==> config.mk <==
export PLATFORM = sky130hd
export DESIGN_NAME = emcf_mac
export DESIGN_NICKNAME = d
export VERILOG_FILES = /design/src/design/emcf_mac.v
export VERILOG_INCLUDE_DIRS = /design/src /design/src/design
export SDC_FILE = /design/constraint.sdc
export NUM_CORES = 1
export LEC_CHECK = 0
export ABC_AREA = 1
export BUFFER_PORTS_ARGS = -buffer_cell sky130_fd_sc_hd__buf_2
export CAP_MARGIN = 40
export CORE_MARGIN = 2
export CORE_UTILIZATION = 62
export CTS_CLUSTER_SIZE = 24
export DETAILED_ROUTE_END_ITERATION = 12
export HOLD_SLACK_MARGIN = 0.15
export PLACE_DENSITY = 0.79
export SYNTH_ARGS = -nofsm -noshare
export SYNTH_HDL_FRONTEND = slang
export SYNTH_SLANG_ARGS = --single-unit
==> constraint.sdc <==
create_clock -name hclk -period 2.5 [get_ports hclk]
set_input_delay 0.25 -clock hclk [delete_from_list [all_inputs] [get_ports hclk]]
set_output_delay 0.25 -clock hclk [all_outputs]
set_load 0.02 [all_outputs]
==> src/design/emcf_defs.vh <==
// emcf_defs.vh: register map, field positions, reset values and timing for the mac framing block.
// assumes: included by emcf_mac; byte addresses on a 32-bit ahb-lite bus.
`ifndef EMCF_DEFS_VH
`define EMCF_DEFS_VH

// ================================================================
// register byte offsets
`define EMCF_OFS_MAC_CONTROL_1     6'h00
`define EMCF_OFS_MAC_CONTROL_3     6'h04
`define EMCF_OFS_MAC_CONTROL_4     6'h08
`define EMCF_OFS_MAX_FRAME_LENGTH  6'h0c
`define EMCF_OFS_BACK_TO_BACK_GAP  6'h10
`define EMCF_OFS_GAP_LOW_BYTE      6'h14
`define EMCF_OFS_GAP_HIGH_BYTE     6'h18
`define EMCF_OFS_MODULE_CONTROL_1  6'h1c
`define EMCF_OFS_MODULE_STATUS     6'h20
`define EMCF_OFS_RX_STATUS         6'h24
`define EMCF_OFS_STATION_ADDR_LO   6'h28
`define EMCF_OFS_STATION_ADDR_HI   6'h2c
`define EMCF_OFS_RX_CHECK_CONTROL  6'h30
`define EMCF_OFS_PHY_CONTROL_1     6'h34
`define EMCF_OFS_PHY_CONTROL_2     6'h38

// ================================================================
// field positions
`define EMCF_BIT_MAC_RX_ENABLE     0
`define EMCF_BIT_RX_PAUSE_ENABLE   2
`define EMCF_BIT_TX_PAUSE_ENABLE   3
`define EMCF_BIT_MAC_FULL_DUPLEX   0
`define EMCF_BIT_FRAME_LEN_CHECK   1
`define EMCF_BIT_HUGE_FRAME        2
`define EMCF_BIT_TX_CRC_ENABLE     4
`define EMCF_PAD_CONFIG_HI         7
`define EMCF_PAD_CONFIG_LO         5
`define EMCF_BIT_DEFER             6
`define EMCF_BIT_RECEIVE_ENABLE    2
`define EMCF_BIT_TRANSMIT_REQUEST  3
`define EMCF_BIT_MODULE_ENABLE     5
`define EMCF_BIT_PHY_READY         0
`define EMCF_BIT_RECEIVE_BUSY      2
`define EMCF_BIT_PHY_DUPLEX        8
`define EMCF_BIT_LOOPBACK_DISABLE  8
`define EMCF_BIT_AUX_RX_DISABLE    4

// ================================================================
// reset values and frame constants
`define EMCF_RST_MAX_FRAME_LENGTH  16'h05ee
`define EMCF_RST_ZERO8             8'h00
`define EMCF_MIN_PADDED_BYTES      16'h003c
`define EMCF_MIN_RX_BYTES          16'h0012
`define EMCF_MAX_LENGTH_FIELD      16'h05dc
`define EMCF_PREAMBLE_BYTES        3'h7
`define EMCF_PREAMBLE_BYTE         8'h55
`define EMCF_SFD_BYTE              8'hd5
`define EMCF_FD_GAP_ADJUST         8'h03
`define EMCF_HD_GAP_ADJUST         8'h06
`define EMCF_CRC_POLY              32'hedb88320
`define EMCF_CRC_RESIDUE           32'hdebb20e3

// ================================================================
// timing
`define EMCF_CLK_NS                10
`define EMCF_NIBBLE_NS             400
`define EMCF_PHY_START_US          1000
`define EMCF_PAUSE_QUANTUM_NS      51200

`endif

==> src/design/emcf_mac.v <==
// emcf_mac: 10 mbit/s mac configuration, transmit framing and receive framing with an ahb-lite register slave.
// assumes: one clock hclk; the line side is a byte stream already in the hclk domain.
// Summary of operation
// - frames are accepted only while the mac receive enable bit is set.
// - full duplex with both pause enables honours received pause frames.
// - nonzero pad config zero-pads transmitted frames to at least 60 bytes.
// - without padding, undersized frames are sent exactly as the application gives them.
// - pad config or crc enable makes the transmitter append a valid crc.
// - the fcs is a 4-byte standard crc-32 over address through padding.
// - every received crc is checked; bad ones dropped only when check enabled.
// - frame length check enables reporting length field against actual data length.
// - frames longer than the programmed maximum length are cut off.
// - huge frame enable lifts the maximum length limit both ways.
// - full duplex gap equals the gap field plus 3 nibble times.
// - half duplex gap equals the gap field plus 6 nibble times.
// - station address is only stored and read back; it feeds neither receive filtering nor the transmitted source.
// - clearing module enable stops the module, hides phy registers, clears phy ready.
// - received frames shorter than 18 bytes are rejected.
// - preamble and sfd generated on transmit, stripped on receive; pad and crc kept.
`include "emcf_defs.vh"

module emcf_mac #(
	parameter PHY_START_CYCLES     = 100000,
	parameter PAUSE_QUANTUM_CYCLES = 5120
) (
	input  wire        hclk,
	input  wire        hresetn,
	input  wire        hsel,
	input  wire [31:0] haddr,
	input  wire [1:0]  htrans,
	input  wire        hwrite,
	input  wire [2:0]  hsize,
	input  wire [31:0] hwdata,
	input  wire        hready,
	output reg  [31:0] hrdata,
	output wire        hreadyout,
	output wire        hresp,
	input  wire [7:0]  tx_data,
	input  wire        tx_valid,
	input  wire        tx_last,
	output wire        tx_ready,
	output reg  [7:0]  line_tx_data,
	output reg         line_tx_en,
	input  wire        line_carrier,
	input  wire [7:0]  line_rx_data,
	input  wire        line_rx_valid,
	input  wire        line_rx_dv,
	output reg  [7:0]  rx_data,
	output reg         rx_valid,
	output reg         rx_end,
	output reg         rx_drop,
	output reg         tx_done
);
	localparam NIBBLE_CYCLES = `EMCF_NIBBLE_NS / `EMCF_CLK_NS;
	localparam [1:0] T_IDLE = 2'h0, T_PRE = 2'h1, T_DATA = 2'h2, T_GAP = 2'h3;
	localparam [2:0] B_FRAME = 3'h0, B_PAD = 3'h1, B_FCS = 3'h2;
	localparam [1:0] R_IDLE = 2'h0, R_PRE = 2'h1, R_DATA = 2'h2;

	function [31:0] crc_byte;
		input [31:0] c;
		input [7:0]  d;
		integer      i;
		reg   [31:0] x;
		begin
			x = c ^ {24'h000000, d};
			for (i = 0; i < 8; i = i + 1)
				x = x[0] ? ((x >> 1) ^ `EMCF_CRC_POLY) : (x >> 1);
			crc_byte = x;
		end
	endfunction

	// expected pause frame header byte by index, bit 8 clear marks a byte that is not compared
	function [8:0] pause_hdr;
		input [15:0] idx;
		begin
			case (idx)
				16'h0000: pause_hdr = {1'b1, 8'h01};
				16'h0001: pause_hdr = {1'b1, 8'h80};
				16'h0002: pause_hdr = {1'b1, 8'hc2};
				16'h0003: pause_hdr = {1'b1, 8'h00};
				16'h0004: pause_hdr = {1'b1, 8'h00};
				16'h0005: pause_hdr = {1'b1, 8'h01};
				16'h000c: pause_hdr = {1'b1, 8'h88};
				16'h000d: pause_hdr = {1'b1, 8'h08};
				16'h000e: pause_hdr = {1'b1, 8'h00};
				16'h000f: pause_hdr = {1'b1, 8'h01};
				default:  pause_hdr = {1'b0, 8'h00};
			endcase
		end
	endfunction

	// ================================================================
	// registers
	reg        mac_rx_enable, rx_pause_enable, tx_pause_enable;
	reg [7:0]  mac_control_3;
	reg        defer_enable;
	reg [15:0] max_frame_length;
	reg [6:0]  back_to_back_gap_value;
	reg [7:0]  gap_low_byte, gap_high_byte;
	reg        receive_enable, transmit_request, module_enable;
	reg        phy_ready;
	reg [47:0] station_address;
	reg        rx_crc_check_enable;
	reg [15:0] phy_control_1, phy_control_2;
	reg [15:0] rx_last_count;
	reg [3:0]  rx_last_flags;
	reg        tx_aborted;

	wire       mac_full_duplex           = mac_control_3[`EMCF_BIT_MAC_FULL_DUPLEX];
	wire       frame_length_check_enable = mac_control_3[`EMCF_BIT_FRAME_LEN_CHECK];
	wire       huge_frame_enable         = mac_control_3[`EMCF_BIT_HUGE_FRAME];
	wire       tx_crc_enable             = mac_control_3[`EMCF_BIT_TX_CRC_ENABLE];
	wire [2:0] pad_config                = mac_control_3[`EMCF_PAD_CONFIG_HI:`EMCF_PAD_CONFIG_LO];

	// ================================================================
	// ahb-lite slave: writes finish with no wait, reads add one wait to register hrdata
	reg        dp_act, dp_write, rd_wait;
	reg [5:0]  dp_addr;
	wire       ap_take = hsel & htrans[1] & hready;
	wire       wr_go   = dp_act & dp_write;
	assign hreadyout = ~rd_wait;
	assign hresp     = 1'b0;

	always @(posedge hclk or negedge hresetn) begin
		if (!hresetn) begin
			dp_act   <= 1'b0;
			dp_write <= 1'b0;
			dp_addr  <= 6'h00;
			rd_wait  <= 1'b0;
		end else begin
			if (hready) begin
				dp_act   <= ap_take;
				dp_write <= hwrite;
				dp_addr  <= {haddr[5:2], 2'b00};
			end
			rd_wait <= ap_take & ~hwrite;
		end
	end

	// tx/rx engines and events used by the register file
	reg  [1:0]  tx_state;
	reg  [2:0]  tx_body;
	reg  [15:0] pause_left;
	wire        rx_busy;
	reg         rx_good_end, rx_pause_hit;
	reg  [15:0] rx_quanta;

	always @(posedge hclk or negedge hresetn) begin
		if (!hresetn) begin
			hrdata <= 32'h00000000;
		end else if (rd_wait) begin
			case (dp_addr)
				`EMCF_OFS_MAC_CONTROL_1:    hrdata <= {28'h0000000, tx_pause_enable, rx_pause_enable, 1'b0,
				                                       mac_rx_enable};
				`EMCF_OFS_MAC_CONTROL_3:    hrdata <= {24'h000000, mac_control_3};
				`EMCF_OFS_MAC_CONTROL_4:    hrdata <= {25'h0000000, defer_enable, 6'h00};
				`EMCF_OFS_MAX_FRAME_LENGTH: hrdata <= {16'h0000, max_frame_length};
				`EMCF_OFS_BACK_TO_BACK_GAP: hrdata <= {25'h0000000, back_to_back_gap_value};
				`EMCF_OFS_GAP_LOW_BYTE:     hrdata <= {24'h000000, gap_low_byte};
				`EMCF_OFS_GAP_HIGH_BYTE:    hrdata <= {24'h000000, gap_high_byte};
				`EMCF_OFS_MODULE_CONTROL_1: hrdata <= {26'h0000000, module_enable, 1'b0, transmit_request,
				                                       receive_enable, 2'b00};
				`EMCF_OFS_MODULE_STATUS:    hrdata <= {16'h0000, pause_left[15:1] != 15'h0000 || pause_left[0],
				                                       tx_aborted, 11'h000, rx_busy, 1'b0, phy_ready};
				`EMCF_OFS_RX_STATUS:        hrdata <= {12'h000, rx_last_flags, rx_last_count};
				`EMCF_OFS_STATION_ADDR_LO:  hrdata <= station_address[31:0];
				`EMCF_OFS_STATION_ADDR_HI:  hrdata <= {16'h0000, station_address[47:32]};
				`EMCF_OFS_RX_CHECK_CONTROL: hrdata <= {31'h00000000, rx_crc_check_enable};
				`EMCF_OFS_PHY_CONTROL_1:    hrdata <= module_enable ? {16'h0000, phy_control_1} : 32'h00000000;
				`EMCF_OFS_PHY_CONTROL_2:    hrdata <= module_enable ? {16'h0000, phy_control_2} : 32'h00000000;
				default:                    hrdata <= 32'h00000000;
			endcase
		end
	end

	// ================================================================
	// register writes
	reg [16:0] phy_timer;
	always @(posedge hclk or negedge hresetn) begin
		if (!hresetn) begin
			mac_rx_enable          <= 1'b0;
			rx_pause_enable        <= 1'b0;
			tx_pause_enable        <= 1'b0;
			mac_control_3          <= `EMCF_RST_ZERO8;
			defer_enable           <= 1'b0;
			max_frame_length       <= `EMCF_RST_MAX_FRAME_LENGTH;
			back_to_back_gap_value <= 7'h00;
			gap_low_byte           <= `EMCF_RST_ZERO8;
			gap_high_byte          <= `EMCF_RST_ZERO8;
			receive_enable         <= 1'b0;
			transmit_request       <= 1'b0;
			module_enable          <= 1'b0;
			station_address        <= 48'h000000000000;
			rx_crc_check_enable    <= 1'b0;
			phy_control_1          <= 16'h0000;
			phy_control_2          <= 16'h0000;
			phy_ready              <= 1'b0;
			phy_timer              <= 17'h00000;
		end else begin
			// hardware clears first so a software set in the same cycle wins
			if (tx_done)
				transmit_request <= 1'b0;
			if (wr_go) begin
				case (dp_addr)
					`EMCF_OFS_MAC_CONTROL_1: begin
						mac_rx_enable   <= hwdata[`EMCF_BIT_MAC_RX_ENABLE];
						rx_pause_enable <= hwdata[`EMCF_BIT_RX_PAUSE_ENABLE];
						tx_pause_enable <= hwdata[`EMCF_BIT_TX_PAUSE_ENABLE];
					end
					`EMCF_OFS_MAC_CONTROL_3:    mac_control_3 <= hwdata[7:0];
					`EMCF_OFS_MAC_CONTROL_4:    defer_enable <= hwdata[`EMCF_BIT_DEFER];
					`EMCF_OFS_MAX_FRAME_LENGTH: max_frame_length <= hwdata[15:0];
					// bit 7 of the gap register is not stored and reads zero
					`EMCF_OFS_BACK_TO_BACK_GAP: back_to_back_gap_value <= hwdata[6:0];
					`EMCF_OFS_GAP_LOW_BYTE:     gap_low_byte <= hwdata[7:0];
					`EMCF_OFS_GAP_HIGH_BYTE:    gap_high_byte <= hwdata[7:0];
					`EMCF_OFS_MODULE_CONTROL_1: begin
						receive_enable   <= hwdata[`EMCF_BIT_RECEIVE_ENABLE];
						transmit_request <= hwdata[`EMCF_BIT_TRANSMIT_REQUEST] & hwdata[`EMCF_BIT_MODULE_ENABLE];
						module_enable    <= hwdata[`EMCF_BIT_MODULE_ENABLE];
					end
					`EMCF_OFS_STATION_ADDR_LO:  station_address[31:0] <= hwdata;
					`EMCF_OFS_STATION_ADDR_HI:  station_address[47:32] <= hwdata[15:0];
					`EMCF_OFS_RX_CHECK_CONTROL: rx_crc_check_enable <= hwdata[0];
					`EMCF_OFS_PHY_CONTROL_1:    if (module_enable) phy_control_1 <= hwdata[15:0];
					`EMCF_OFS_PHY_CONTROL_2:    if (module_enable) phy_control_2 <= hwdata[15:0];
					default: ;
				endcase
			end
			if (!module_enable) begin
				phy_ready <= 1'b0;
				phy_timer <= 17'h00000;
			end else if (phy_timer == PHY_START_CYCLES[16:0] - 17'h00001) begin
				phy_ready <= 1'b1;
			end else begin
				phy_timer <= phy_timer + 17'h00001;
			end
		end
	end

	// ================================================================
	// nibble-time enable; a byte takes two nibbles
	reg [5:0] nib_div;
	reg       nib_phase;
	wire      nib_tick  = (nib_div == NIBBLE_CYCLES[5:0] - 6'h01);
	wire      byte_tick = nib_tick & nib_phase;
	always @(posedge hclk or negedge hresetn) begin
		if (!hresetn) begin
			nib_div   <= 6'h00;
			nib_phase <= 1'b0;
		end else if (nib_tick) begin
			nib_div   <= 6'h00;
			nib_phase <= ~nib_phase;
		end else begin
			nib_div <= nib_div + 6'h01;
		end
	end

	// ================================================================
	// transmitter
	reg [15:0] tx_count;
	reg [31:0] tx_crc;
	reg [2:0]  pre_cnt;
	reg [7:0]  gap_left;
	reg [1:0]  fcs_idx;
	wire       pad_on    = pad_config != 3'h0;
	wire       crc_on    = pad_on | tx_crc_enable;
	wire       tx_paused = pause_left != 16'h0000;
	assign tx_ready = (tx_state == T_DATA) && (tx_body == B_FRAME) && byte_tick && transmit_request;

	always @(posedge hclk or negedge hresetn) begin
		if (!hresetn) begin
			tx_state     <= T_IDLE;
			tx_body      <= B_FRAME;
			tx_count     <= 16'h0000;
			tx_crc       <= 32'hffffffff;
			pre_cnt      <= 3'h0;
			gap_left     <= 8'h00;
			fcs_idx      <= 2'h0;
			line_tx_data <= 8'h00;
			line_tx_en   <= 1'b0;
			tx_done      <= 1'b0;
			tx_aborted   <= 1'b0;
		end else begin
			tx_done <= 1'b0;
			if (!module_enable) begin
				tx_state   <= T_IDLE;
				line_tx_en <= 1'b0;
			end else begin
				case (tx_state)
					T_IDLE: begin
						if (transmit_request && !tx_done && !tx_paused && byte_tick) begin
							if (!mac_full_duplex && line_carrier) begin
								if (!defer_enable) begin
									tx_aborted <= 1'b1;
									tx_done    <= 1'b1;
								end
							end else begin
								tx_state     <= T_PRE;
								tx_aborted   <= 1'b0;
								pre_cnt      <= 3'h0;
								line_tx_en   <= 1'b1;
								line_tx_data <= `EMCF_PREAMBLE_BYTE;
							end
						end
					end
					T_PRE: if (byte_tick) begin
						pre_cnt <= pre_cnt + 3'h1;
						// sfd leads straight into the first data byte so the line enable stays high
						if (pre_cnt == `EMCF_PREAMBLE_BYTES - 3'h1) begin
							line_tx_data <= `EMCF_SFD_BYTE;
							tx_state     <= T_DATA;
							tx_body      <= B_FRAME;
							tx_count     <= 16'h0000;
							tx_crc       <= 32'hffffffff;
						end
					end
					T_DATA: if (byte_tick) begin
						line_tx_en <= 1'b1;
						if (!transmit_request || (!huge_frame_enable && tx_count >= max_frame_length) ||
						    (tx_body == B_FRAME && !tx_valid)) begin
							tx_aborted <= 1'b1;
							line_tx_en <= 1'b0;
							tx_state   <= T_GAP;
						end else begin
							case (tx_body)
								B_FRAME: begin
									line_tx_data <= tx_data;
									tx_crc       <= crc_byte(tx_crc, tx_data);
									tx_count     <= tx_count + 16'h0001;
									if (tx_last)
										tx_body <= (pad_on && tx_count + 16'h0001 < `EMCF_MIN_PADDED_BYTES) ? B_PAD :
										           crc_on ? B_FCS : 3'h3;
								end
								B_PAD: begin
									line_tx_data <= 8'h00;
									tx_crc       <= crc_byte(tx_crc, 8'h00);
									tx_count     <= tx_count + 16'h0001;
									if (tx_count + 16'h0001 >= `EMCF_MIN_PADDED_BYTES)
										tx_body <= B_FCS;
								end
								B_FCS: begin
									line_tx_data <= ~tx_crc[8*fcs_idx +: 8];
									tx_count     <= tx_count + 16'h0001;
									fcs_idx      <= fcs_idx + 2'h1;
									if (fcs_idx == 2'h3)
										tx_body <= 3'h3;
								end
								default: begin
									line_tx_en <= 1'b0;
									tx_state   <= T_GAP;
								end
							endcase
						end
						gap_left <= {1'b0, back_to_back_gap_value} +
						            (mac_full_duplex ? `EMCF_FD_GAP_ADJUST : `EMCF_HD_GAP_ADJUST);
					end
					T_GAP: if (nib_tick) begin
						line_tx_en <= 1'b0;
						fcs_idx    <= 2'h0;
						if (gap_left <= 8'h01) begin
							tx_state <= T_IDLE;
							tx_done  <= 1'b1;
						end else begin
							gap_left <= gap_left - 8'h01;
						end
					end
					default: tx_state <= T_IDLE;
				endcase
			end
		end
	end

	// ================================================================
	// receiver
	reg [1:0]  rx_state;
	reg [15:0] rx_count, len_field;
	reg [31:0] rx_crc;
	reg        rx_long, hdr_match;
	assign rx_busy = rx_state != R_IDLE;
	wire [8:0]  exp_hdr  = pause_hdr(rx_count);
	wire [15:0] data_len = rx_count - 16'h0012;

	always @(posedge hclk or negedge hresetn) begin
		if (!hresetn) begin
			rx_state      <= R_IDLE;
			rx_count      <= 16'h0000;
			rx_crc        <= 32'hffffffff;
			rx_long       <= 1'b0;
			hdr_match     <= 1'b0;
			len_field     <= 16'h0000;
			rx_quanta     <= 16'h0000;
			rx_data       <= 8'h00;
			rx_valid      <= 1'b0;
			rx_end        <= 1'b0;
			rx_drop       <= 1'b0;
			rx_last_count <= 16'h0000;
			rx_last_flags <= 4'h0;
			rx_good_end   <= 1'b0;
			rx_pause_hit  <= 1'b0;
		end else begin
			rx_valid     <= 1'b0;
			rx_end       <= 1'b0;
			rx_drop      <= 1'b0;
			rx_good_end  <= 1'b0;
			rx_pause_hit <= 1'b0;
			if (!module_enable) begin
				rx_state <= R_IDLE;
			end else begin
				case (rx_state)
					R_IDLE: if (line_rx_dv && mac_rx_enable && receive_enable && phy_ready) begin
						rx_state  <= R_PRE;
						rx_count  <= 16'h0000;
						rx_crc    <= 32'hffffffff;
						rx_long   <= 1'b0;
						hdr_match <= 1'b1;
					end
					R_PRE: if (!line_rx_dv)
						rx_state <= R_IDLE;
					else if (line_rx_valid && line_rx_data == `EMCF_SFD_BYTE)
						rx_state <= R_DATA;
					R_DATA: if (!line_rx_dv) begin
						rx_state <= R_IDLE;
						rx_end   <= 1'b1;
						rx_drop  <= rx_count < `EMCF_MIN_RX_BYTES || rx_long ||
						            (rx_crc_check_enable && rx_crc != `EMCF_CRC_RESIDUE);
						rx_good_end   <= !(rx_count < `EMCF_MIN_RX_BYTES || rx_long ||
						                  (rx_crc_check_enable && rx_crc != `EMCF_CRC_RESIDUE));
						rx_pause_hit  <= hdr_match && rx_count >= `EMCF_MIN_RX_BYTES;
						rx_last_count <= rx_count;
						rx_last_flags <= {rx_long, rx_count < `EMCF_MIN_RX_BYTES,
						                  frame_length_check_enable && len_field <= `EMCF_MAX_LENGTH_FIELD &&
						                  len_field != data_len &&
						                  !(len_field < 16'h002e && data_len == 16'h002e),
						                  rx_crc != `EMCF_CRC_RESIDUE};
					end else if (line_rx_valid) begin
						rx_count <= rx_count + 16'h0001;
						rx_crc   <= crc_byte(rx_crc, line_rx_data);
						if (exp_hdr[8] && exp_hdr[7:0] != line_rx_data)
							hdr_match <= 1'b0;
						if (rx_count == 16'h000c)
							len_field[15:8] <= line_rx_data;
						if (rx_count == 16'h000d)
							len_field[7:0] <= line_rx_data;
						if (rx_count == 16'h0010)
							rx_quanta[15:8] <= line_rx_data;
						if (rx_count == 16'h0011)
							rx_quanta[7:0] <= line_rx_data;
						if (!huge_frame_enable && rx_count >= max_frame_length) begin
							rx_long <= 1'b1;
						end else begin
							rx_data  <= line_rx_data;
							rx_valid <= 1'b1;
						end
					end
					default: rx_state <= R_IDLE;
				endcase
			end
		end
	end

	// ================================================================
	// pause flow control: quanta counted in 512-bit-time units
	reg [12:0] quantum_cnt;
	always @(posedge hclk or negedge hresetn) begin
		if (!hresetn) begin
			pause_left  <= 16'h0000;
			quantum_cnt <= 13'h0000;
		end else if (!module_enable) begin
			pause_left <= 16'h0000;
		end else if (rx_good_end && rx_pause_hit && mac_full_duplex && rx_pause_enable && tx_pause_enable) begin
			pause_left  <= rx_quanta;
			quantum_cnt <= 13'h0000;
		end else if (pause_left != 16'h0000) begin
			if (quantum_cnt == PAUSE_QUANTUM_CYCLES[12:0] - 13'h0001) begin
				quantum_cnt <= 13'h0000;
				pause_left  <= pause_left - 16'h0001;
			end else begin
				quantum_cnt <= quantum_cnt + 13'h0001;
			end
		end
	end
endmodule

# Word level (Yosys, flattened, before mapping)
# Memories as Yosys holds them, arrays and structs flattened.
# Cells that the tools add are included.
[classes]
addsub = 11
n_lt_le_gt_ge = 9
n_eq_ne = 73
shift = 1
muxes = 161
bitwise_logic = 39
reduce_logical = 91
[ops]
columns = ["op", "n"]
rows = [
  ["$mux 32", 31],
  ["$pmux 32 s15", 1],
  ["$not 13->14", 24],
  ["$mux 16", 14],
  ["$pmux 32 s2", 3],
  ["$mux 8", 9],
  ["$pmux 16 s2", 2],
  ["$xor 32x8->32", 2],
  ["$mux 1", 49],
  ["$pmux 8 s3", 2],
  ["$reduce_and 5->1", 9],
  ["$mux 2", 20],
  ["$mux 13", 3],
  ["$ne 3x3->1 const B", 13],
  ["$mux 17", 2],
  ["$mux 3", 11],
  ["$add 16x1->16 const B", 2],
  ["$eq 16x4->1 const B", 2],
  ["$eq 16x5->1 const B", 2],
  ["$ge 16x16->1", 2],
  ["$lt 16x6->1 const B", 2],
  ["$ne 32x32->1 const B", 1],
  ["$shiftx 32x6->8", 1],
  ["$ne 2x2->1 const B", 15],
  ["other kinds (68)", 163],
]
[word_totals]
register_bits = 422
mem_bits_ro = 96
out_inout_bits = 56
wordCells = 442
mem_count = 1
[mem_list]
columns = ["name", "depth", "word_bits", "read_ports", "rd_ports_with_merged_regs", "wr", "line", "source"]
rows = [
  ["(no name shown)", 16, 6, 1, 0, 0, "emcf_mac.v:76", "case (idx)"],
]

# Depth between registers and ports, before layout
# Gate-level depths: netlist of run 1.
[logic_depth]
ltp_word = 21
ltp_mapped = 18
depth_no_buf = 18

# Worst setup path after synthesis of run 1
# No wires, ideal clock.
[synth_timing]
kind = "register -> register"
from = "reg max_frame_length[7]"
to = "reg line_tx_data[6]"
arrival_ns = 2.140
setup_slack_ns = 0.234
path_stages_with_launch = 16
path_buffers = 1
cell_sequence = "dfstp_2 > inv_1 > ha_1 > a21oi_1 > nand2_1 > nor2_1 > nand2_1 > nand2_1 > nand2_1 > nand2_1 > nand2_1 > nand2_1 > nand3_1 > buf_6 > nand2_1 > o21ai_2"
[synth_between]
elab_chain_len = 6
[synth_lines]
columns = ["item", "line", "source"]
rows = [
  ["from (decl)", "emcf_mac.v:97", "reg [15:0] max_frame_length;"],
  ["from (signal assigned)", "emcf_mac.v:186", "max_frame_length <= `EMCF_RST_MAX_FRAME_LENGTH;"],
  ["from (signal assigned)", "emcf_mac.v:212", "`EMCF_OFS_MAX_FRAME_LENGTH: max_frame_length <= hwdata[15:0];"],
  ["$ge 16x16->1", "emcf_mac.v:320", "if (!transmit_request || (!huge_frame_enable && tx_count >= max_frame_length) ||"],
  ["$logic_and 1x1->1", "emcf_mac.v:320", ""],
  ["$logic_or 1x1->1 (2 in a row)", "emcf_mac.v:320", ""],
  ["$ne 2x2->1 (no line)", "-", ""],
  ["$reduce_and 9->1 (no line)", "-", ""],
  ["to (signal assigned)", "emcf_mac.v:311", "line_tx_data <= `EMCF_SFD_BYTE;"],
  ["to (signal assigned)", "emcf_mac.v:328", "line_tx_data <= tx_data;"],
  ["to (signal assigned)", "emcf_mac.v:343", "line_tx_data <= ~tx_crc[8*fcs_idx +: 8];"],
  ["to (decl)", "emcf_mac.v:42", "output reg [7:0] line_tx_data,"],
]
# Every way passes these cells.
# A chain may end at the register's enable or synchronous reset.

# Worst setup path in the final report of run 1
[layout_timing]
from = "reg max_frame_length[5]"
to = "reg tx_crc[17]"
[layout_between]
elab_chain_len = 6
[layout_lines]
columns = ["item", "line", "source"]
rows = [
  ["$ge 16x16->1", "emcf_mac.v:320", ""],
  ["$logic_and 1x1->1", "emcf_mac.v:320", ""],
  ["$logic_or 1x1->1 (2 in a row)", "emcf_mac.v:320", ""],
  ["$ne 2x2->1 (no line)", "-", ""],
  ["$reduce_and 7->1 (no line)", "-", ""],
  ["to (signal assigned)", "emcf_mac.v:329", "tx_crc <= crc_byte(tx_crc, tx_data);"],
  ["to (signal assigned)", "emcf_mac.v:337", "tx_crc <= crc_byte(tx_crc, 8'h00);"],
  ["to (decl)", "emcf_mac.v:262", "reg [31:0] tx_crc;"],
]
# Every way passes these cells.

==> impl_metrics.env, run 1 <==
export IMPL_status="completed"
export IMPL_htree_levels=2
export IMPL_regArea_sq_um=10600
export IMPL_cp_cell_sequence="inv_1 -> ha_1 -> nand2_1 -> nand2_1 -> nand2_2 -> nand2_1 -> nor2_1 -> nand2_1 -> nand2_1 -> nand2_1 -> nand2_2 -> nand2_2 -> nand2_4 -> nand2_8 -> buf_4 -> o21ai_1 -> inv_1"
export IMPL_rrSetupSlack_ns=0.1
export IMPL_netlist_area_leader_share_pct=35.0
export IMPL_cp_top_family="simple AND/OR/NAND/NOR gates"
export IMPL_slew_viol_final=0
export IMPL_critPathRequiredTime_ns=3.02
export IMPL_r2r_start="max_frame_length[5]$_DFFE_PN1P_"
export IMPL_synth_top_cell_by_area="dfrtp_1"
export IMPL_grt_pass1_vias=22965
export IMPL_slew_limit_headroom_pct=45.6
export IMPL_post_drt_wl_per_cell_um=18.2
export IMPL_rows=73
export IMPL_p_sw_uw=13000
export IMPL_fin_area_sq_um=29000
export IMPL_p_clk_share_pct=23.9
export IMPL_syn_cell_area_sq_um=24900
export IMPL_hold_class="input pin to register"
export IMPL_hold_viol_final=0
export IMPL_synth_most_common_cell="nand2_1"
export IMPL_yosys_most_used_dff="dfrtp_1"
export IMPL_finalCritPeriodShare_pct=96.1
export IMPL_track_usage_pct=35.2
export IMPL_die_w_um=205
export IMPL_first_pass_iters=7
export IMPL_power_uw=31100
export IMPL_tightest_slew_ns=0.810
export IMPL_finalWirelength_um=73700
export IMPL_cp_slowest_stage_delay_ns=0.53
export IMPL_insertion_delay_ns=0.61
export IMPL_syn2layout_area_growth_pct=16.4
export IMPL_die_y_um=205
export IMPL_cts_made_buffers=46
export IMPL_core_area_sq_um=39700
export IMPL_fin_skew_ns=0.0269
export IMPL_start_kind="register"
export IMPL_cp_data_arrival_time_ns=2.92
export IMPL_critPathLaunch="max_frame_length[5]$_DFFE_PN1P_"
export IMPL_numPortBuffers=117
export IMPL_worstSetupPathDepth=17
export IMPL_cp_end_kind="register"
export IMPL_clockBufferDepth=3
export IMPL_start_util_pct=62.8
export IMPL_dpl_instance_area_sq_um=26600
export IMPL_critical_path_buf_inv_count=3
export IMPL_yosys_warnings=0
export IMPL_p_sw_share_pct=41.8
export IMPL_irDropWorstVdd_mv=0.684
export IMPL_clkSinkCount=421
export IMPL_top_level_ports=151
export IMPL_maxCapViolCount=0
export IMPL_dpl_hpwl_um=52600
export IMPL_clkTransAtPathRegs_ns=0.06
export IMPL_synth_edf_count=0
export IMPL_hold_depth=5
export IMPL_crit_top_cell="nand2_1"
export IMPL_antennaDiodeCount=0
export IMPL_dpl_cell_count=3901
export IMPL_seq_area_frac_synth_pct=42.6
export IMPL_syn_avg_cell_area_sq_um=7.63
export IMPL_path_class="register to register"
export IMPL_cts_tree="built"
export IMPL_r2r_end="tx_crc[17]$_DFFE_PN1P_"
export IMPL_power_density_nw_per_um2=1070
export IMPL_drive_above_1_share_pct=14.2
export IMPL_dieArea_sq_um=41900
export IMPL_reg2reg_depth=17
export IMPL_postRouteAntennaNets=0
export IMPL_max_freq_mhz=416
export IMPL_detail_route_iter0_violations=2502
export IMPL_grt_max_degree=66
export IMPL_synth_common_cells="883 x nand2_1, 358 x inv_1, 349 x dfrtp_1"
export IMPL_period_minus_slack_ns=2.40
export IMPL_critPathMaxFanout=6
export IMPL_synth_area_leaders="dfrtp_1 35%, nand2_1 13%, dfstp_2 7.6%"
export IMPL_gp_congestion=0.998
export IMPL_netlist_instances=3271
export IMPL_cp_endpoint="tx_crc[17]$_DFFE_PN1P_"
export IMPL_stdcell_count=4059
export IMPL_leakage_uw=0.0147
export IMPL_p_int_uw=18100
export IMPL_setup_viol=0
export IMPL_vias_per_cell=5.84
export IMPL_gr_total_overflow=0
export IMPL_seq_power_share_pct=33.0
export IMPL_grt_pass1_wl_um=117000
export IMPL_async_reset_ff_share_pct=100
export IMPL_nNetsFinal=3653
export IMPL_syn_nets=3428
export IMPL_num_vias=23693
export IMPL_share_comb_of_total_power_pct=43.1
export IMPL_synth_seq_cells=421
export IMPL_root_buffer="clkbuf_16"
export IMPL_num_fill_cells=3044
export IMPL_setup_tns_ns=0
export IMPL_antenna_found_initial=0
export IMPL_synth_cell_types=68
export IMPL_multiInputGateArea_sq_um=12400
export IMPL_drcViolationCount=0
export IMPL_slowest_stage="dfstp_2"
## flip-flops by register name, indices dropped and copies added (netlist names), 13 cells and up
name and count:
len_field 16, phy_control_1 16, quantum_cnt 13, hrdata 32, phy_timer 17, phy_control_2 16
rx_last_count 16, rx_quanta 16, tx_crc 32, rx_crc 32, rx_count 16, station_address 48
max_frame_length 16, pause_left 16, tx_count 16
## worst register-to-register path, stage by stage (launching register included)
cell and delay [ns]:
dfstp_2 0.53, inv_1 0.05, ha_1 0.30, nand2_1 0.07
nand2_1 0.06, nand2_2 0.07, nand2_1 0.06, nor2_1 0.09
nand2_1 0.06, nand2_1 0.06, nand2_1 0.10, nand2_2 0.11
nand2_2 0.09, nand2_4 0.16, nand2_8 0.11, buf_4 0.17
o21ai_1 0.17, inv_1 0.08
## final cells by class
cell class	instances	share of cell area, %
tap	525	2.26
inverter	373	4.88
multi-input combinational	2360	42.9
clock inverter	19	1.06
timing repair buffer	294	7.72
sequential	421	36.6
clock buffer	67	4.62
## kinds of logic (layout without fill, tap and decap cells)
group / count (synthesis) / after routing / share of synthesized area, %
flip-flops: 421 / 421 / 42.6
AO/OA/AOI/OAI: 622 / 622 / 14.0
multiplexers: 18 / 18 / 0.802
buffers and inverters: 491 / 753 / 7.84
other: 1 / 1 / 0.0150
XOR/XNOR: 168 / 168 / 6.36
adder cells (fa/ha/maj): 62 / 62 / 3.11
AND/OR/NAND/NOR: 1488 / 1489 / 25.2
## per-layer routing
layer | GRT usage [%] | up-vias | routed length [um]
li1 | - | 11139 | -
met1 | 45.9 | 11259 | 29800
met3 | 5.93 | 227 | 6240
met2 | 58.4 | 1068 | 34700
met4 | 14.5 | 0 | 2960
met5 | 0 | - | 0
## power by group through the flow
stage,registers (uW),logic [uW],clock network (uW)
3_5_place_dp,10300,12700,0
4_1_cts,10200,12900,7500
5_1_grt,10400,14800,7780
3_3_place_gp,10200,12300,0
2_1_floorplan,10000,9100,0
6_report,10300,13400,7430
## through the flow
step,util [%],setup WS [ns],hold slack (ns)
detailed placement,66.9,-0.00355,0.261
floorplan,-,0.234,-0.0456
global route,73.1,-0.0673,0.235
CTS,72.5,0.0318,0.160
global placement,66.9,0.0596,0.260
finish,73.1,0.0983,0.185
## timing repair
| item | 4_1_cts | 5_1_grt |
|---|---|---|
| cloned | 0 | 2 |
| setup buffers | 0 | 13 |
| endpoints found under the hold margin | 412 | 0 |
| pin swaps | 0 | 2 |
| gates resized for setup | 2 | 19 |
| setup endpoints to repair | 5 | 72 |
| hold buffers | 57 | 0 |
## cells in the final DEF (no fill, tap or decap), types with 42 or more instances in the layout
| cell type | n |
|---|---|
| a21oi_1 | 100 |
| buf_2 | 115 |
| buf_4 | 107 |
| clkbuf_16 | 48 |
| dfrtp_1 | 348 |
| dfstp_2 | 72 |
| dlygate4sd3_1 | 57 |
| ha_1 | 60 |
| inv_1 | 355 |
| nand2_1 | 879 |
| nand3_1 | 176 |
| nand4_1 | 57 |
| nor2_1 | 244 |
| nor3_1 | 43 |
| o21ai_0 | 344 |
| xnor2_1 | 42 |
| xor2_1 | 115 |
## worst min-delay path by stage
| stage | startpoint | to | slack, ns |
|---|---|---|---|
| 2_1_floorplan | hresetn | back_to_back_gap_value[0]$_DFFE_PN0P_ | -0.05 |
| 3_3_place_gp | hresetn | gap_left[5]$_DFFE_PN0P_ | 0.26 |
| 4_1_cts | tx_data[1] | line_tx_data[1]$_DFFE_PN0P_ | 0.16 |
| 6_report | tx_data[1] | line_tx_data[1]$_DFFE_PN0P_ | 0.18 |
| 5_1_grt | tx_data[1] | line_tx_data[1]$_DFFE_PN0P_ | 0.24 |
| 3_5_place_dp | hresetn | gap_left[5]$_DFFE_PN0P_ | 0.26 |
No activity file was read; power rests on OpenSTA's default activity.
==> run 2, diff against run 1 <==
--- a/config.mk
+++ b/config.mk
@@ -9,8 +9,10 @@
 export ABC_AREA = 1
 export BUFFER_PORTS_ARGS = -buffer_cell sky130_fd_sc_hd__buf_2
 export CAP_MARGIN = 40
+export CELL_PAD_IN_SITES_DETAIL_PLACEMENT = 0
+export CELL_PAD_IN_SITES_GLOBAL_PLACEMENT = 2
 export CORE_MARGIN = 2
-export CORE_UTILIZATION = 62
+export CORE_UTILIZATION = 37
 export CTS_CLUSTER_SIZE = 24
 export DETAILED_ROUTE_END_ITERATION = 12
 export HOLD_SLACK_MARGIN = 0.15
==> run 2 against run 1 <==
  * Design area increased by 2.9%
  * Sequential share of layout area decreased by 1.0 points
  * Critical endpoint is now tx_ready
  * Fmax increased by 2.1%
  * Via count decreased by 4.6%
  * Worst hold slack improved by 0.045 ns
  * Clock skew increased by 0.026 ns
==> impl_metrics.env, run 2 (same netlist as run 1, synthesis figures left out) <==
export IMPL_antenna_found_initial=1
export IMPL_power_density_nw_per_um2=1060
export IMPL_rows=95
export IMPL_nNetsFinal=3693
export IMPL_grt_max_degree=70
export IMPL_hold_depth=5
export IMPL_dpl_hpwl_um=59800
export IMPL_clkTransAtPathRegs_ns=0.06
export IMPL_dpl_instance_area_sq_um=27300
export IMPL_path_class="register to output port"
export IMPL_rsz0062_at_grt="false"
export IMPL_first_pass_iters=6
export IMPL_finalWorstSetupSlack_ns=0.147
export IMPL_largest_reg_flops=48
export IMPL_core_area_sq_um=66900
export IMPL_final_common_cell="nand2_1"
export IMPL_critPathMaxFanout=6
export IMPL_start_kind="register"
export IMPL_final_cell_mix="878 x nand2_1, 356 x inv_1, 348 x dfrtp_1"
export IMPL_vias_per_cell=5.08
export IMPL_clkSinkCount=421
export IMPL_grt_pass1_wl_um=127000
export IMPL_period_minus_slack_ns=2.35
export IMPL_reg2reg_depth=13
export IMPL_cp_slowest_stage_delay_ns=0.37
export IMPL_min_from="tx_data[2]"
export IMPL_slowest_stage="dfrtp_1"
export IMPL_hold_class="input pin to register"
export IMPL_die_y_um=264
export IMPL_htree_levels=2
export IMPL_top_level_ports=151
export IMPL_cp_data_arrival_time_ns=2.10
export IMPL_dp_slack_ns=0.00211
export IMPL_postRouteAntennaNets=0
export IMPL_tightest_slew_ns=0.679
export IMPL_clockBufferDepth=3
export IMPL_post_route_util_pct=44.7
export IMPL_numPortBuffers=117
export IMPL_cp_end_kind="output port"
export IMPL_syn2layout_area_growth_pct=19.8
export IMPL_track_usage_pct=23.0
export IMPL_start_util_pct=37.3
export IMPL_status="completed"
export IMPL_rrSetupSlack_ns=0.19
export IMPL_finalCritPeriodShare_pct=94.1
export IMPL_cp_top_family="simple AND/OR/NAND/NOR gates"
export IMPL_maxCapViolCount=0
export IMPL_setup_tns_ns=0
export IMPL_leakage_uw=0.0149
export IMPL_critical_path_buf_inv_count=1
export IMPL_cp_cell_sequence="ha_1 -> nand2_2 -> nor2_4 -> nand4_4 -> nor4_4 -> buf_4"
export IMPL_drcViolationCount=0
export IMPL_hold_path_end="line_tx_data[2]$_DFFE_PN0P_"
export IMPL_detail_route_iter0_violations=1445
export IMPL_grt_pass1_vias=22341
export IMPL_gp_congestion=0.901
export IMPL_slew_limit_headroom_pct=54.7
export IMPL_slew_viol_final=0
export IMPL_cts_made_buffers=52
export IMPL_fin_area_sq_um=29900
export IMPL_drive_above_1_share_pct=15.2
export IMPL_setup_viol=0
export IMPL_r2r_end="tx_crc[23]$_DFFE_PN1P_"
export IMPL_post_drt_wl_per_cell_um=18.0
export IMPL_insertion_delay_ns=0.62
export IMPL_num_vias=22595
export IMPL_cts_tree="built"
export IMPL_critPathRequiredTime_ns=2.25
export IMPL_root_buffer="clkbuf_16"
export IMPL_top_register="station_address"
export IMPL_gr_total_overflow=0
export IMPL_r2r_start="tx_crc[0]$_DFFE_PN1P_"
export IMPL_finalWirelength_um=79900
export IMPL_dieArea_sq_um=69500
export IMPL_max_freq_mhz=425
export IMPL_fin_skew_ns=0.0528
export IMPL_die_w_um=264
export IMPL_hold_viol_final=0
export IMPL_irDropWorstVdd_mv=0.497
-- run 2: routing by layer --
| layer | GRT usage, % | wire [um] | up-vias |
|---|---|---|---|
| met5 | 0 | 0 | - |
| met4 | 6.52 | 2050 | 0 |
| met3 | 2.82 | 3830 | 106 |
| met2 | 38.0 | 37500 | 500 |
| met1 | 31.6 | 36600 | 10770 |
| li1 | - | - | 11219 |
-- run 2: report_power, final --
part	leakage [uW]	switching, uW	internal, uW	total, uW
Combinational	0.00906	8640	4930	13600
Sequential	0.00496	1410	8780	10200
Clock	0.000871	3140	4730	7870
-- run 2: layout make-up --
cell class                      count  area (sq um)
Inverter                          373          1410
Antenna cell                        1          2.50
Timing Repair Buffer              329          2500
Clock inverter                     22           312
Sequential cell                   421         10600
Fill cell                        6744         37000
Clock buffer                       72          1470
Multi-Input combinational cell   2359         12500
Tap cell                          873          1090
-- run 2: stage by stage --
stage,power [uW],cells,hold WS [ns]
global placement,23400,4291,0.297
detailed placement,23600,4291,0.305
CTS,31800,4445,0.218
floorplan,19100,3271,-0.0456
finish,31600,4450,0.230
global route,34000,4450,0.255
-- run 2: worst min-delay path: cells and delay by family --
family	cells	cell delay, ns
AOI/OAI and AO/OA	3	0.41
buffers and inverters	2	0.15
-- run 2: how the worst max path moves through the flow --
stage	startpoint	to	slack, ns	cells after the start
floorplan	max_frame_length[7]$_DFFE_PN1P_	line_tx_data[6]$_DFFE_PN0P_	0.23	15
global placement	max_frame_length[10]$_DFFE_PN1P_	tx_crc[22]$_DFFE_PN1P_	0.004	16
detailed placement	max_frame_length[10]$_DFFE_PN1P_	tx_crc[25]$_DFFE_PN1P_	0.002	16
CTS	tx_state[0]$_DFFE_PN0P_	tx_ready	0.0006	6
global route	nib_div[0]$_DFF_PN0_	tx_crc[24]$_DFFE_PN1P_	0.003	11
finish	nib_div[0]$_DFF_PN0_	tx_ready	0.15	6
-- run 2: what timing repair did --
| action | CTS | global route |
|---|---|---|
| hold buffers | 60 | 0 |
| endpoints found under the hold margin | 320 | 0 |
| endpoints found under the setup margin | 27 | 67 |
| pin swaps | 0 | 3 |
| setup buffers | 0 | 4 |
| gates resized for setup | 5 | 24 |
==> run 3, diff against run 2 <==
==> constraint.sdc (replaced) <==
create_clock -name hclk -period 2.6 [get_ports hclk]
set_input_delay 0.26 -clock hclk [delete_from_list [all_inputs] [get_ports hclk]]
set_output_delay 0.26 -clock hclk [all_outputs]
set_load 0.02 [all_outputs]
==> run 3 against run 2 <==
  * Count of clock-buffer cells in the layout is 4 higher
  * Largest cell class unchanged
  * Clock skew is 0.031 ns lower
  * Worst setup slack better by 0.016 ns
  * Design area is 1.0% lower
  * Die area stayed put
  * Sequential share of layout area is 0.36 points higher
  * First-iteration DRC count is 13% higher
==> impl_metrics.env, run 3 (same netlist as run 1, synthesis figures left out) <==
export IMPL_rrSetupSlack_ns=0.19
export IMPL_status="completed"
export IMPL_setup_viol=0
export IMPL_period_minus_slack_ns=2.44
export IMPL_final_common_cell="nand2_1"
export IMPL_num_vias=22747
export IMPL_num_fill_cells=6804
export IMPL_dpl_hpwl_um=59400
export IMPL_gp_congestion=0.910
export IMPL_drcViolationCount=0
export IMPL_root_buffer="clkbuf_16"
export IMPL_irDropWorstVdd_mv=0.542
export IMPL_antennaDiodeCount=0
export IMPL_first_pass_iters=6
export IMPL_cts_tree="built"
export IMPL_cp_data_arrival_time_ns=2.18
export IMPL_slew_viol_final=0
export IMPL_grt_pass1_vias=22348
export IMPL_r2r_end="tx_crc[24]$_DFFE_PN1P_"
export IMPL_numPortBuffers=117
export IMPL_dpl_cell_count=4279
export IMPL_nNetsFinal=3671
export IMPL_grt_pass1_wl_um=128000
export IMPL_postRouteAntennaNets=0
export IMPL_stdcell_count=4429
export IMPL_syn2layout_area_growth_pct=18.6
export IMPL_cp_cell_sequence="inv_1 -> ha_2 -> inv_1 -> nor4_2 -> buf_2"
export IMPL_hold_viol_final=0
export IMPL_tightest_slew_ns=0.639
export IMPL_critPathLaunch="tx_state[0]$_DFFE_PN0P_"
export IMPL_antenna_found_initial=1
export IMPL_post_drt_wl_per_cell_um=18.1
export IMPL_highest_layer="met5"
export IMPL_top_level_ports=151
export IMPL_rows=95
export IMPL_slew_limit_headroom_pct=57.4
export IMPL_die_w_um=264
export IMPL_start_kind="register"
export IMPL_met2_wirelength_um=37300
export IMPL_dieArea_sq_um=69500
export IMPL_rsz0062_at_grt="false"
export IMPL_htree_levels=2
export IMPL_critPathRequiredTime_ns=2.34
export IMPL_finalCritPeriodShare_pct=93.7
export IMPL_gr_total_overflow=0
export IMPL_path_class="register to output port"
export IMPL_insertion_delay_ns=0.62
export IMPL_die_y_um=264
export IMPL_fin_skew_ns=0.0222
export IMPL_setup_tns_ns=0
export IMPL_power_density_nw_per_um2=1020
export IMPL_leakage_uw=0.0148
export IMPL_r2r_start="max_frame_length[10]$_DFFE_PN1P_"
export IMPL_reg2reg_depth=13
export IMPL_track_usage_pct=23.1
export IMPL_largest_reg_flops=48
export IMPL_slowest_stage="dfrtp_1"
export IMPL_met1_length_um=36800
export IMPL_hold_class="input pin to register"
export IMPL_critPathMaxFanout=8
export IMPL_start_util_pct=37.3
export IMPL_crit_top_cell="inv_1"
export IMPL_finalWirelength_um=80100
export IMPL_cp_slowest_stage_delay_ns=0.41
export IMPL_grt_max_degree=66
export IMPL_clkTransAtPathRegs_ns=0.06
export IMPL_core_area_sq_um=66900
export IMPL_cp_end_kind="output port"
export IMPL_top_register="station_address"
export IMPL_cp_endpoint="tx_ready"
export IMPL_vias_per_cell=5.14
export IMPL_met3_length_um=3870
export IMPL_drive_above_1_share_pct=14.6
export IMPL_clockBufferDepth=3
export IMPL_max_freq_mhz=410
export IMPL_maxCapViolCount=0
export IMPL_clkSinkCount=421
export IMPL_detail_route_iter0_violations=1637
export IMPL_cts_made_buffers=51
export IMPL_final_cell_mix="880 x nand2_1, 358 x inv_1, 348 x dfrtp_1"
[run 3: cell types whose count changed in the layout (fill, tap and decap cells not counted), sizes merged, moves of 2 or more]
cell,delta
buf,-13
bufinv,-2
clkbuf,+4
clkinv,+4
clkinvlp,-2
dlygate4sd3,-8
inv,-3
[run 3: worst min path at each step]
stage	from	endpoint	slack, ns	cells past startpoint
detailed placement	hresetn	back_to_back_gap_value[4]$_DFFE_PN0P_	0.29	1
finish	hwdata[1]	gap_high_byte[1]$_DFFE_PN0P_	0.19	3
global placement	hresetn	back_to_back_gap_value[3]$_DFFE_PN0P_	0.29	1
CTS	hwdata[1]	phy_control_1[1]$_DFFE_PN0P_	0.16	3
floorplan	hresetn	back_to_back_gap_value[0]$_DFFE_PN0P_	-0.04	0
global route	hwdata[1]	phy_control_1[1]$_DFFE_PN0P_	0.17	3
[run 3: per-stage QoR]
| step | util [%] | cell area (sq um) | power [uW] | setup slack, ns | hold WS, ns |
|---|---|---|---|---|---|
| 4_1_cts | 44.2 | 29500 | 30200 | 0.0522 | 0.160 |
| 3_3_place_gp | 40.7 | 27300 | 22300 | 0.0889 | 0.293 |
| 6_report | 44.2 | 29600 | 30000 | 0.163 | 0.193 |
| 3_5_place_dp | 40.7 | 27300 | 22500 | 0.103 | 0.290 |
| 5_1_grt | 44.2 | 29600 | 32300 | 0.00331 | 0.167 |
| 2_1_floorplan | - | 24900 | 18400 | 0.334 | -0.0356 |
[run 3: routing by layer]
layer,up-vias,global-route usage [%]
met5,-,0
met4,2,6.78
met3,108,3.37
met2,521,38.0
met1,10941,31.6
li1,11175,-
[run 3: cell type report]
class                   instances  area (sq um)  share of cell area (%)
inverters                     373          1410                    4.75
well taps                     873          1090                    3.69
clock inverters                19           259                   0.875
repair buffers                308          2310                    7.82
flip-flops and latches        421         10600                    35.9
clock buffers                  76          1500                    5.07
multi-input cells            2359         12400                    41.9
[run 3: power breakdown]
group          total (uW)  internal [uW]  switching [uW]
clock network        7460           4410            3050
registers            9820           8440            1380
logic               12800           4620            8140
[run 3: timing repair]
item | 4_1_cts | 5_1_grt
resized for setup | 0 | 8
hold buffers | 52 | 0
setup endpoints to repair | 0 | 59
setup buffers | 0 | 3
endpoints found under the hold margin | 321 | 0
[run 3: critical path, delay by kind of cell (launching register included)]
family | cells | cell delay, ns
fa+ha+maj | 1 | 0.28
buf+inv | 3 | 0.53
flops | 1 | 0.41
simple gates | 1 | 0.34
